===== src/inc/gci_pkg.sv =====
// constants, register map and timing counts of the controller interface
// assumes one 10 MHz clock and a plain strobe register port
// How it works
// - mask load writes enable register four
// - mask bit 1 enables service requests
// - service request sampled as a level
// - one logged interrupt locks out others
// - parallel poll returns one eight-bit byte
// - parallel poll only as active controller
// - unconfigure all or only addressed devices
// - serial poll needs controller and address
// - status bit 7 shows system controller
// - status bit 6 shows active controller
// - bits 4..0 address, bit 5 zero
// - power-on address 21 or 20
// - address write taken modulo 32, 31 unused
// - pass control: talk address then take control
// - sixteen-bit mask matches cause register
package gci_pkg;
  // ****************************************
  // register offsets
  // ****************************************
  localparam logic [3:0] GCI_REG_CTRL = 4'h3;    // state and address
  localparam logic [3:0] GCI_REG_CAUSE = 4'h4;   // read: cause, write: mask
  localparam logic [3:0] GCI_REG_MASK = 4'h5;    // mask readback
  localparam logic [3:0] GCI_REG_CMD = 4'h6;     // command and target
  localparam logic [3:0] GCI_REG_RESULT = 4'h7;  // poll result and flags
  // ****************************************
  // field positions and values
  // ****************************************
  localparam int GCI_BIT_SYSCTL = 7;
  localparam int GCI_BIT_ACTIVE = 6;
  localparam int GCI_BIT_SRQ = 1;
  localparam int GCI_BIT_IFC = 0;
  localparam int GCI_BIT_ACTIVE_EV = 15;
  localparam logic [4:0] GCI_ADDR_SYS = 5'h15;   // 21
  localparam logic [4:0] GCI_ADDR_NSYS = 5'h14;  // 20
  localparam logic [4:0] GCI_ADDR_UNUSED = 5'h1f;
  localparam logic [4:0] GCI_ADDR_MAX = 5'h1e;
  localparam logic [15:0] GCI_MASK_RST = 16'h0000;
  // command codes in the command register bits 10:8
  localparam logic [2:0] GCI_CMD_PARALLEL_STATUS_QUERY = 3'h1;
  localparam logic [2:0] GCI_CMD_PPU_ALL = 3'h2;
  localparam logic [2:0] GCI_CMD_PPU_DEV = 3'h3;
  localparam logic [2:0] GCI_CMD_SPOLL = 3'h4;
  localparam logic [2:0] GCI_CMD_PASS = 3'h5;
  // bus command bytes
  localparam logic [7:0] GCI_BUS_PPU = 8'h15;
  localparam logic [7:0] GCI_BUS_PPC = 8'h05;
  localparam logic [7:0] GCI_BUS_PPD = 8'h70;
  localparam logic [7:0] GCI_BUS_SPE = 8'h18;
  localparam logic [7:0] GCI_BUS_SPD = 8'h19;
  localparam logic [7:0] GCI_BUS_TCT = 8'h09;
  localparam logic [7:0] GCI_BUS_UNL = 8'h3f;
  localparam logic [7:0] GCI_BUS_LAG = 8'h20;
  localparam logic [7:0] GCI_BUS_TAG = 8'h40;
  // ****************************************
  // timing
  // ****************************************
  localparam int GCI_CLK_NS = 100;
  localparam int GCI_PARALLEL_STATUS_QUERY_NS = 2000;  // least poll settle time
  localparam int GCI_PARALLEL_STATUS_QUERY_CYC = (GCI_PARALLEL_STATUS_QUERY_NS + GCI_CLK_NS - 1) / GCI_CLK_NS;
  localparam int GCI_BYTE_NS = 1000;   // least byte hold time
  localparam int GCI_BYTE_CYC = (GCI_BYTE_NS + GCI_CLK_NS - 1) / GCI_CLK_NS;
  localparam int GCI_SYNC_CYC = 2;     // synchroniser depth in cycles
  // ****************************************
  // sequencer states
  // ****************************************
  typedef enum logic [3:0] {
    GCI_IDLE, GCI_PP_WAIT, GCI_CMD_BYTE, GCI_CMD_HOLD, GCI_SP_READ,
    GCI_SP_END, GCI_DONE
  } gci_state_t;
endpackage


===== src/gci_ctrl.sv =====
// controller side of the instrument bus interface: registers, polls,
// service request interrupt and passing of control
// assumes bus lines arrive asynchronous and open drain lines resolve outside
//
// Local design decision: the plain strobed port.
`timescale 1ns/1ps
module gci_ctrl
  import gci_pkg::*;
(
  input wire logic clk_i,
  input wire logic rstn_i,
  input wire logic [3:0] addr_i,
  input wire logic [15:0] wdata_i,
  input wire logic wr_i,
  input wire logic rd_i,
  output logic [15:0] rdata_o,
  output logic irq_o,
  input wire logic sysctl_i,
  input wire logic srq_i,
  input wire logic ifc_i,
  input wire logic [7:0] dio_i,
  input wire logic dav_i,
  output logic [7:0] dio_o,
  output logic dio_oe_o,
  output logic atn_o,
  output logic eoi_o,
  output logic dav_o
);
  // ****************************************
  // input synchronisers
  // ****************************************
  logic [11:0] sync1;  // first stage, read only by sync2
  logic [11:0] sync2;  // second stage, safe for logic
  always_ff @(posedge clk_i or negedge rstn_i) begin
    if (!rstn_i) begin
      sync1 <= 12'h000;
      sync2 <= 12'h000;
    end else begin
      sync1 <= {sysctl_i, srq_i, ifc_i, dav_i, dio_i};
      sync2 <= sync1;
    end
  end
  logic s_sys, s_srq, s_ifc, s_dav;
  logic [7:0] s_dio;
  assign {s_sys, s_srq, s_ifc, s_dav, s_dio} = sync2;

  // ****************************************
  // register state
  // ****************************************
  logic strap_done;      // strap caught after reset release
  logic [1:0] strap_age; // edges since release, until sync settles
  logic sys_ctl;         // system controller strap
  logic active;          // active controller role
  logic [4:0] my_addr;   // primary address
  logic [15:0] mask;     // interrupt enable mask
  logic [15:0] cause;    // logged causes
  logic locked;          // interrupt lockout until serviced
  logic [7:0] result;    // last poll byte
  logic refused;         // last command refused
  logic busy;            // sequencer running
  logic next_strap_done, next_sys_ctl, next_active, next_locked;
  logic [1:0] next_strap_age;
  logic next_refused;
  logic [4:0] next_my_addr;
  logic [15:0] next_mask, next_cause, next_rdata;
  logic [7:0] next_result;
  logic next_irq;
  logic [15:0] ev;       // raw events this cycle
  logic go;              // command accepted
  logic [2:0] go_cmd;
  logic [4:0] go_dev;
  logic seq_result_v;    // sequencer delivers a poll byte
  logic [7:0] seq_result;
  logic seq_pass_done;   // control handed over

  // events: srq is sampled each cycle as a level, short pulses vanish
  always_comb begin
    ev = 16'h0000;
    ev[GCI_BIT_SRQ] = s_srq;
    ev[GCI_BIT_IFC] = s_ifc;
    ev[GCI_BIT_ACTIVE_EV] = s_ifc & sys_ctl & ~active;
  end

  // next values of the register group
  always_comb begin
    next_strap_done = strap_done;
    next_strap_age = strap_age;
    next_sys_ctl = sys_ctl;
    next_my_addr = my_addr;
    next_active = active;
    next_mask = mask;
    next_cause = cause;
    next_locked = locked;
    next_result = result;
    next_refused = refused;
    next_rdata = 16'h0000;
    go = 1'b0;
    go_cmd = wdata_i[10:8];
    go_dev = wdata_i[4:0];
    // strap taken once after release; address defaults follow it
    // waits for the synchroniser, else the reset zero would be taken
    if (!strap_done) begin
      next_strap_age = strap_age + 2'd1;
      if (strap_age == 2'(GCI_SYNC_CYC)) begin
        next_strap_done = 1'b1;
        next_sys_ctl = s_sys;
        next_active = s_sys;
        next_my_addr = s_sys ? GCI_ADDR_SYS : GCI_ADDR_NSYS;
      end
    end
    if (s_ifc && sys_ctl)
      next_active = 1'b1;
    if (seq_pass_done)
      next_active = 1'b0;
    if (seq_result_v)
      next_result = seq_result;
    // reading the cause register services the interrupt
    if (rd_i && addr_i == GCI_REG_CAUSE) begin
      next_cause = 16'h0000;
      next_locked = 1'b0;
    end
    if (wr_i) begin
      case (addr_i)
        GCI_REG_CTRL: begin
          // modulo 32 is the low five bits; 31 folds to 30
          next_my_addr = (wdata_i[4:0] == GCI_ADDR_UNUSED) ?
                         GCI_ADDR_MAX : wdata_i[4:0];
        end
        GCI_REG_CAUSE: begin
          next_mask = wdata_i;
          next_locked = 1'b0;
        end
        GCI_REG_CMD: begin
          // refuse without controller role, busy, or bad address
          if (busy || !active ||
              ((go_cmd == GCI_CMD_SPOLL || go_cmd == GCI_CMD_PASS ||
                go_cmd == GCI_CMD_PPU_DEV) &&
               go_dev == GCI_ADDR_UNUSED)) begin
            next_refused = 1'b1;
          end else begin
            next_refused = 1'b0;
            go = 1'b1;
          end
        end
        default: begin
        end
      endcase
    end
    // lockout: one logged unmasked event blocks the rest; set wins
    if (!locked && |(ev & mask)) begin
      next_cause = next_cause | (ev & mask);
      next_locked = 1'b1;
    end
    if (rd_i) begin
      case (addr_i)
        GCI_REG_CTRL: next_rdata = {8'h00, sys_ctl, active, 1'b0,
                                    my_addr};
        GCI_REG_CAUSE: next_rdata = cause;
        GCI_REG_MASK: next_rdata = mask;
        GCI_REG_RESULT: next_rdata = {6'h00, busy, refused, result};
        default: next_rdata = 16'h0000;
      endcase
    end
    next_irq = |(next_cause & next_mask);
  end

  always_ff @(posedge clk_i or negedge rstn_i) begin
    if (!rstn_i) begin
      strap_done <= 1'b0;
      strap_age <= 2'd0;
      sys_ctl <= 1'b0;
      active <= 1'b0;
      my_addr <= GCI_ADDR_NSYS;
      mask <= GCI_MASK_RST;
      cause <= 16'h0000;
      locked <= 1'b0;
      result <= 8'h00;
      refused <= 1'b0;
      rdata_o <= 16'h0000;
      irq_o <= 1'b0;
    end else begin
      strap_done <= next_strap_done;
      strap_age <= next_strap_age;
      sys_ctl <= next_sys_ctl;
      active <= next_active;
      my_addr <= next_my_addr;
      mask <= next_mask;
      cause <= next_cause;
      locked <= next_locked;
      result <= next_result;
      refused <= next_refused;
      rdata_o <= next_rdata;
      irq_o <= next_irq;
    end
  end

  // ****************************************
  // bus sequencer
  // ****************************************
  // byte list per command; the bus handshake is simplified to a timed
  // strobe since acceptor timing lies outside this block
  gci_state_t state, next_state;
  logic [2:0] cmd, next_cmd;
  logic [4:0] dev, next_dev;
  logic [1:0] idx, next_idx;
  logic [4:0] cnt, next_cnt;
  logic [7:0] nb_dio, next_dio;
  logic next_oe, next_atn, next_eoi, next_dav;
  logic [7:0] bytev;    // byte to send at idx
  logic lastb;          // idx is the final byte

  always_comb begin
    bytev = 8'h00;
    lastb = 1'b1;
    case (cmd)
      GCI_CMD_PPU_ALL: bytev = GCI_BUS_PPU;
      GCI_CMD_PPU_DEV: begin
        // listen address the device, then disable its response
        lastb = (idx == 2'd3);
        case (idx)
          2'd0: bytev = GCI_BUS_UNL;
          2'd1: bytev = GCI_BUS_LAG | {3'h0, dev};
          2'd2: bytev = GCI_BUS_PPC;
          default: bytev = GCI_BUS_PPD;
        endcase
      end
      GCI_CMD_SPOLL: begin
        lastb = (idx == 2'd2);
        case (idx)
          2'd0: bytev = GCI_BUS_UNL;
          2'd1: bytev = GCI_BUS_SPE;
          default: bytev = GCI_BUS_TAG | {3'h0, dev};
        endcase
      end
      GCI_CMD_PASS: begin
        lastb = (idx == 2'd1);
        bytev = (idx == 2'd0) ? (GCI_BUS_TAG | {3'h0, dev})
                              : GCI_BUS_TCT;
      end
      default: bytev = 8'h00;
    endcase
  end

  always_comb begin
    next_state = state;
    next_cmd = cmd;
    next_dev = dev;
    next_idx = idx;
    next_cnt = cnt;
    next_dio = nb_dio;
    next_oe = dio_oe_o;
    next_atn = atn_o;
    next_eoi = eoi_o;
    next_dav = dav_o;
    seq_result_v = 1'b0;
    seq_result = s_dio;
    seq_pass_done = 1'b0;
    case (state)
      GCI_IDLE: begin
        if (go) begin
          next_cmd = go_cmd;
          next_dev = go_dev;
          next_idx = 2'd0;
          next_cnt = 5'd0;
          if (go_cmd == GCI_CMD_PARALLEL_STATUS_QUERY) begin
            // identify: atn with eoi, devices drive their lines
            next_atn = 1'b1;
            next_eoi = 1'b1;
            next_state = GCI_PP_WAIT;
          end else begin
            next_state = GCI_CMD_BYTE;
          end
        end
      end
      GCI_PP_WAIT: begin
        next_cnt = cnt + 5'd1;
        if (cnt == 5'(GCI_PARALLEL_STATUS_QUERY_CYC - 1)) begin
          seq_result_v = 1'b1;
          next_atn = 1'b0;
          next_eoi = 1'b0;
          next_state = GCI_DONE;
        end
      end
      GCI_CMD_BYTE: begin
        next_atn = 1'b1;
        next_oe = 1'b1;
        next_dio = bytev;
        next_dav = 1'b1;
        next_cnt = 5'd0;
        next_state = GCI_CMD_HOLD;
      end
      GCI_CMD_HOLD: begin
        next_cnt = cnt + 5'd1;
        if (cnt == 5'(GCI_BYTE_CYC - 1)) begin
          next_dav = 1'b0;
          next_oe = 1'b0;
          next_idx = idx + 2'd1;
          if (!lastb)
            next_state = GCI_CMD_BYTE;
          else if (cmd == GCI_CMD_SPOLL) begin
            next_atn = 1'b0;   // release so the talker sends status
            next_cnt = 5'd0;
            next_state = GCI_SP_READ;
          end else begin
            next_atn = 1'b0;
            seq_pass_done = (cmd == GCI_CMD_PASS);
            next_state = GCI_DONE;
          end
        end
      end
      GCI_SP_READ: begin
        // one full status byte from the addressed device; our own strobe
        // and last byte linger in the synchroniser, so let it drain first
        if (cnt != 5'(GCI_SYNC_CYC)) begin
          next_cnt = cnt + 5'd1;
        end else if (s_dav) begin
          seq_result_v = 1'b1;
          next_dio = GCI_BUS_SPD;
          next_oe = 1'b1;
          next_atn = 1'b1;
          next_dav = 1'b1;
          next_cnt = 5'd0;
          next_state = GCI_SP_END;
        end
      end
      GCI_SP_END: begin
        next_cnt = cnt + 5'd1;
        if (cnt == 5'(GCI_BYTE_CYC - 1)) begin
          next_dav = 1'b0;
          next_oe = 1'b0;
          next_atn = 1'b0;
          next_state = GCI_DONE;
        end
      end
      GCI_DONE: next_state = GCI_IDLE;
      default: next_state = GCI_IDLE;
    endcase
    // interface clear from the system controller aborts the sequence
    if (s_ifc) begin
      next_state = GCI_IDLE;
      next_oe = 1'b0;
      next_atn = 1'b0;
      next_eoi = 1'b0;
      next_dav = 1'b0;
    end
  end
  assign busy = (state != GCI_IDLE);

  always_ff @(posedge clk_i or negedge rstn_i) begin
    if (!rstn_i) begin
      state <= GCI_IDLE;
      cmd <= 3'h0;
      dev <= 5'h00;
      idx <= 2'd0;
      cnt <= 5'd0;
      nb_dio <= 8'h00;
      dio_o <= 8'h00;
      dio_oe_o <= 1'b0;
      atn_o <= 1'b0;
      eoi_o <= 1'b0;
      dav_o <= 1'b0;
    end else begin
      state <= next_state;
      cmd <= next_cmd;
      dev <= next_dev;
      idx <= next_idx;
      cnt <= next_cnt;
      nb_dio <= next_dio;
      dio_o <= next_dio;
      dio_oe_o <= next_oe;
      atn_o <= next_atn;
      eoi_o <= next_eoi;
      dav_o <= next_dav;
    end
  end

  // ****************************************
  // checks
  // ****************************************
  AST_MASK_LOAD: assert property (@(posedge clk_i) disable iff (!rstn_i)
    wr_i && addr_i == GCI_REG_CAUSE |=> mask == $past(wdata_i))
    else $error("mask not loaded");
  AST_LOCKOUT: assert property (@(posedge clk_i) disable iff (!rstn_i)
    locked && !(rd_i && addr_i == GCI_REG_CAUSE) && !wr_i
    |=> cause == $past(cause))
    else $error("cause changed while locked");
  AST_CTRL_READ: assert property (@(posedge clk_i) disable iff (!rstn_i)
    rd_i && addr_i == GCI_REG_CTRL |=> rdata_o[5] == 1'b0 &&
    rdata_o[7] == $past(sys_ctl) && rdata_o[6] == $past(active))
    else $error("controller status read wrong");
  AST_PP_ROLE: assert property (@(posedge clk_i) disable iff (!rstn_i)
    wr_i && addr_i == GCI_REG_CMD && !active |-> !go ##1 refused)
    else $error("command taken without controller role");
  AST_ADDR_FOLD: assert property (@(posedge clk_i) disable iff (!rstn_i)
    my_addr != GCI_ADDR_UNUSED)
    else $error("address 31 in use");
  AST_SRQ_IRQ: assert property (@(posedge clk_i) disable iff (!rstn_i)
    !locked && mask[GCI_BIT_SRQ] && s_srq ##1 mask[GCI_BIT_SRQ]
    |=> irq_o)
    else $error("service request did not interrupt");
  AST_SERVICE: assert property (@(posedge clk_i) disable iff (!rstn_i)
    rd_i && addr_i == GCI_REG_CAUSE && !(|(ev & mask)) |=> !locked)
    else $error("read did not release lockout");
  AST_PASS_DROP: assert property (@(posedge clk_i) disable iff (!rstn_i)
    seq_pass_done && !s_ifc |=> !active)
    else $error("role kept after passing control");
  AST_DEFAULT_ADDR: assert property (@(posedge clk_i) disable iff (!rstn_i)
    !strap_done && strap_age == 2'(GCI_SYNC_CYC)
    |=> my_addr == ($past(s_sys) ? GCI_ADDR_SYS
                                             : GCI_ADDR_NSYS))
    else $error("power-on address wrong");
endmodule


===== config.mk =====
export PLATFORM = sky130hd
export DESIGN_NAME = gci_ctrl
export DESIGN_NICKNAME = d
export VERILOG_FILES = /design/src/inc/gci_pkg.sv /design/src/gci_ctrl.sv
export SDC_FILE = /design/constraint.sdc
export NUM_CORES = 1
export LEC_CHECK = 0
export ABC_CLOCK_PERIOD_IN_PS = 2600
export CORE_MARGIN = 8
export CORE_UTILIZATION = 55
export DETAILED_ROUTE_END_ITERATION = 6
export DONT_BUFFER_PORTS = 1
export GPL_TIMING_DRIVEN = 1
export HOLD_SLACK_MARGIN = 0.03
export PLACE_DENSITY_LB_ADDON = 0.15
export SETUP_SLACK_MARGIN = 0.02
export SYNTH_ARGS = -nofsm -noshare
export SYNTH_HDL_FRONTEND = slang
export SYNTH_SLANG_ARGS = --single-unit

===== constraint.sdc =====
create_clock -name clk_i -period 2.6 [get_ports clk_i]
set_input_delay 0.26 -clock clk_i [delete_from_list [all_inputs] [get_ports clk_i]]
set_output_delay 0.26 -clock clk_i [all_outputs]
set_load 0.02 [all_outputs]

Word-level counts from Yosys, hierarchy flattened

Cells that the tools add are included.

Bits in registers: 123
Word-level logic and storage cells: 186
Output and inout port bits: 29
Bits of input ports: 36

Bitwise operators: 7
Equality and inequality tests: 41
Mux-type cells: 77
Add/subtract/negate cells: 3
Reductions and logical operators: 35

Operators with widths:

| operator                                                        | count |
|---|---|
| 16-bit 2-to-1 mux                                               | 5 |
| 16-bit case mux with 4 select lines                             | 1 |
| 5-bit 2-to-1 mux                                                | 11 |
| 1-bit 2-to-1 mux                                                | 33 |
| 16-bit bitwise AND                                              | 2 |
| 16-bit OR reduction                                             | 2 |
| 4-bit 2-to-1 mux                                                | 7 |
| 7-bit case mux with 4 select lines                              | 1 |
| 3-bit inequality test, second input constant                    | 9 |
| 5-bit case mux with 5 select lines                              | 1 |
| 4-bit by 3-bit == test with 1-bit output, second input constant | 6 |
| 4-bit case mux with 6 select lines                              | 1 |
| 7-bit case mux with 3 select lines                              | 1 |
| 8-bit 2-to-1 mux                                                | 2 |
| 16-bit bitwise OR                                               | 1 |
| 8-bit case mux with 2 select lines                              | 1 |
| 7-bit case mux with 2 select lines                              | 1 |
| 3-bit == test, second input constant                            | 4 |
| 4-bit by 2-bit == test with 1-bit output, second input constant | 3 |
| 5-bit == test, second input constant                            | 2 |
| 3-bit by 2-bit == test with 1-bit output, second input constant | 3 |
| 3-bit AND reduction                                             | 3 |
| 9-bit AND reduction                                             | 1 |
| 2-bit 2-to-1 mux                                                | 4 |
| 32 further kinds                                                | 58 |

Longest topological paths before layout

Depth in word-level cells: 11
Depth in mapped cells: 8
Mapped depth without buffers: 7

Worst setup path before layout

OpenSTA, ideal clock, no wires.

Kind: register -> register
Start point: reg cnt[0]
End point: reg result[0]
Data required time: 2.475 ns
Library setup time: 0.125 ns
Buffers on the path: 0
Clock period less this slack: 2.061 ns
Data arrival time: 1.936 ns
Cell stages (with the launch flop): 8
Setup slack: 0.539 ns
Path through: dfrtp_1 -> inv_1 -> ha_1 -> nor4b_1 -> nand3b_1 -> mux2_2 -> nor2_2 -> mux2_2

Cells in the longest elaborated chain, start to end: 3
Elaborated cells on any way between the ends: 5
Classes of those cells: 2 x eq/ne; 3 x mux

Ends and longest elaborated chain:

| element                                                                                  | line                             | text |
|---|---|---|
| from (decl)                                                                              | gci_ctrl.sv:206                  | `logic [4:0] cnt, next_cnt;` |
| from (signal assigned)                                                                   | gci_ctrl.sv:367                  | `cnt <= next_cnt;` |
| 5-bit by 2-bit inequality test with 1-bit output / 5-bit == test (equally long branches) | gci_ctrl.sv:314, gci_ctrl.sv:277 |  |
| 1-bit 2-to-1 mux, on equally long branches                                               | gci_ctrl.sv:314, gci_ctrl.sv:277 |  |
| 1-bit case mux with 2 select lines *                                                     | gci_ctrl.sv:258                  | `case (state)` |
| to (signal assigned)                                                                     | gci_ctrl.sv:190                  | `result <= next_result;` |
| to (decl)                                                                                | gci_ctrl.sv:58                   | `logic [7:0] result;` |

Mark *: on every way between the ends. The rest lies on a longest branch, timed or not.
A chain may end at the register's enable or synchronous reset.

Final worst setup path

Start point: reg cnt[0]
End point: reg result[2]

Same word-level chain as after synthesis.

==> metrics <==
outcome=complete, but fails checks; failing checks=hold timing; Mapped Nets=561; Clock Latency Late Sink=0.53 ns; CP most frequent cell=mux2_2; clk sinks=121; Core ar.=0.009729 mm2; data arrival time of the critical path=2.78 ns; routed vias/inst=5.969; Sw Ratio=0.2879; # resized after CTS=0; maximum VDD drop=0.8402 mV; Longest Clk Path Bufs=2; Crit path depth=7; CTS tree=yes; footprint of the multi-input gates=0.002261 mm2; Cell Count, Final, Fillers Out=706; fraction of registers with async set/reset=1.000; wire length per cell=19.49 um; Storage cell area=0.003030 mm2; Mapped Avg Cell Area=10.69 um2; worst slew pin tran=0.6336 ns; # Post-CTS Setup Buffers=0; CP startpoint=cnt[0]$_DFFE_PN0P_; die area=0.01347 mm2; initial cell density of the core=0.5658; vias in the first global route=4185; Setup TNS=0 ns; Tmin final=2.368 ns; first-pass GRT wire length=22290 um; Worst Setup End Kind=register; sequential share of the synthesized area=0.5505; clock slew at reported path FFs=0.05 ns; Max Cap Viol=0; CP max stage delay=0.42 ns; max-slew violation count=0; CTS Hold Bufs=39; leak pwr=0.003033 uW; root buf cell=clkbuf_8; WHS=-0.5679 ns; Logic pwr share=0.189; top-area cell type share of the netlist area=0.5409; Worst EP required=3.01 ns; TritonCTS Buffers=17; grt ovf=0; die height=116.0 um; Clk pwr share=0.395; DP Worst Slack=0.2715 ns; number of enable flip-flop cells after synthesis=0; P_sw=1746 uW; Final Util=0.6829; Setup Skew=0.009811 ns; Worst Path Max Fanout=8; Hold Fails Final Rpt=121; startpoint types=register; fmax=422.2 MHz; TritonRoute pass-1 iters=6; setup ws final=0.2317 ns; R2R setup slack=0.23 ns; Filler cells=724; Critical Path End=result[2]$_DFFE_PN0P_; vias post-DR=4214; nets@finish=605; initial antenna violation count=1; drt total wl=13760 um; Synth top cells by count=119 x dfrtp_1, 44 x nand2_1, 34 x nor2_1; WS Path Type=register to register; dpl cells=634; synthesized area=0.005505 mm2; number of remaining DRC errors=0; Sequential Power Share=0.416; antenna viol nets, final=0; dominant synthesized flop cell=dfrtp_1; Bufs and invs on worst path=1; Syn Inst Count=515; chip width=116.0 um; Initial DRC Count=503; most frequent cell after synthesis=dfrtp_1; Final Setup Violations=0; Final period util=0.9109; Area growth syn-to-layout=20.68%; Yosys top cell by area=dfrtp_1; largest cells by area after synthesis=dfrtp_1 54%, mux2_2 4.1%, nand2_1 3.0%, o21ai_0 2.6%, a21oi_1 2.5%; HPWL after detailed placement=8838 um; largest net degree at the start of global routing=122; #FFs+latches synth=121; Clock H-tree levels=4; Port Buffers=0; YS warnings=0; unrepaired setup endpoints after global routing=no; Cell Chain, Critical Path=inv_1, ha_1, nor4b_1, nand3b_1, mux2_2, nor2_2, mux2_2; power per cell area=912.6 mW/mm2; routability cong.=0.8598; FF-to-FF path depth=7; worst reg2reg path startpoint=cnt[0]$_DFFE_PN0P_; Cell Int Power=4318 uW; family with the most delay on the worst path=simple AND/OR/NAND/NOR gates; normalized max-slew margin=0.5762; min-delay worst type=input port to asynchronous set/reset pin; r2r endpoint=result[2]$_DFFE_PN0P_; Worst path slowest cell=dfrtp_1; total track usage=0.2215; fraction of layout cells with a size suffix above 1=0.1416; row count=36; Top Ports=65; Yosys cell types=65
-- layout by cell type, fill, tap and decap left out, types with 11 or more instances in the layout --
cell type / netlist / final
inv_1: 27 / 27
nor2_1: 34 / 34
dfrtp_1: 119 / 119
clkbuf_16: 0 / 16
mux2_2: 20 / 20
a21oi_1: 28 / 28
o21ai_0: 29 / 29
nand2_1: 44 / 44
dlygate4sd3_1: 0 / 39
a22oi_1: 11 / 11
nand3_1: 17 / 17
-- state kept, by name, indices dropped and copies added (netlist names), 2 cells and up --
name       count
cause         16
cmd            3
cnt            5
dev            5
idx            2
mask          16
my_addr        5
nb_dio         7
rdata_o       16
result         8
state          3
strap_age      2
sync1         12
sync2         12
-- worst reg2reg max path, cell delays in order, from the launching register on --
cell	delay (ns)
dfrtp_1	0.42
inv_1	0.10
ha_1	0.16
nor4b_1	0.35
nand3b_1	0.20
mux2_2	0.31
nor2_2	0.32
mux2_2	0.39
-- cell families (layout without fill, tap and decap cells) --
logic type | count (synthesis) | in the layout | synth area share
compound gates | 140 | 140 | 0.1775
buf+inv | 51 | 108 | 0.03886
flops | 121 | 121 | 0.5505
xor+xnor | 2 | 2 | 0.003182
simple gates | 167 | 167 | 0.1600
other cells | 1 | 2 | 0.0006812
mux | 23 | 23 | 0.04659
fa+ha+maj | 10 | 10 | 0.02273
-- routing by layer --
layer  track usage  part of all wire  routed length, um  vias up
li1              -                 -                  -     1945
met1        0.2800              0.43               5880     2089
met2        0.3449              0.48               6541      156
met3       0.07504             0.079               1089       24
met4       0.08297             0.018                248        0
met5             0                 0                  0        -
-- layout make-up --
class                   instances  area share
clock buffers                  25     0.07589
repair buffers                 49     0.07006
diodes                          1   0.0003766
clock inverters                 7     0.01695
multi-input cells             343      0.3403
well taps                     133     0.02505
flip-flops and latches        121      0.4561
inverters                      27     0.01525
-- per-stage QoR --
stage | total power (uW) | hold WS (ns) | instance area [um2]
2_1_floorplan | 3303 | -0.03559 | 5505
3_5_place_dp | 3599 | -0.03127 | 5634
3_3_place_gp | 3545 | -0.03146 | 5634
4_1_cts | 6097 | -0.5970 | 6641
6_report | 6063 | -0.5679 | 6644
5_1_grt | 6381 | -0.6070 | 6644
-- how the worst min path moves through the flow --
stage	to	cells after the start	slack, ns
after CTS	nb_dio[4]$_DFFE_PN0P_	0	-0.60
after detailed placement	nb_dio[6]$_DFFE_PN0P_	0	-0.03
final	eoi_o$_DFFE_PN0P_	0	-0.57
after global routing	cmd[2]$_DFFE_PN0P_	0	-0.61
after global placement	nb_dio[3]$_DFFE_PN0P_	0	-0.03
after floorplan	active$_DFFE_PN0P_	0	-0.04
-- power groups by stage --
stage	Clock, uW	Combinational, uW	Sequential [uW]
after floorplan	0	853	2450
after global placement	0	1010	2530
after detailed placement	0	1050	2550
after CTS	2440	1130	2520
after global routing	2540	1280	2560
final	2400	1150	2520
No activity file was read; power rests on OpenSTA's default activity.
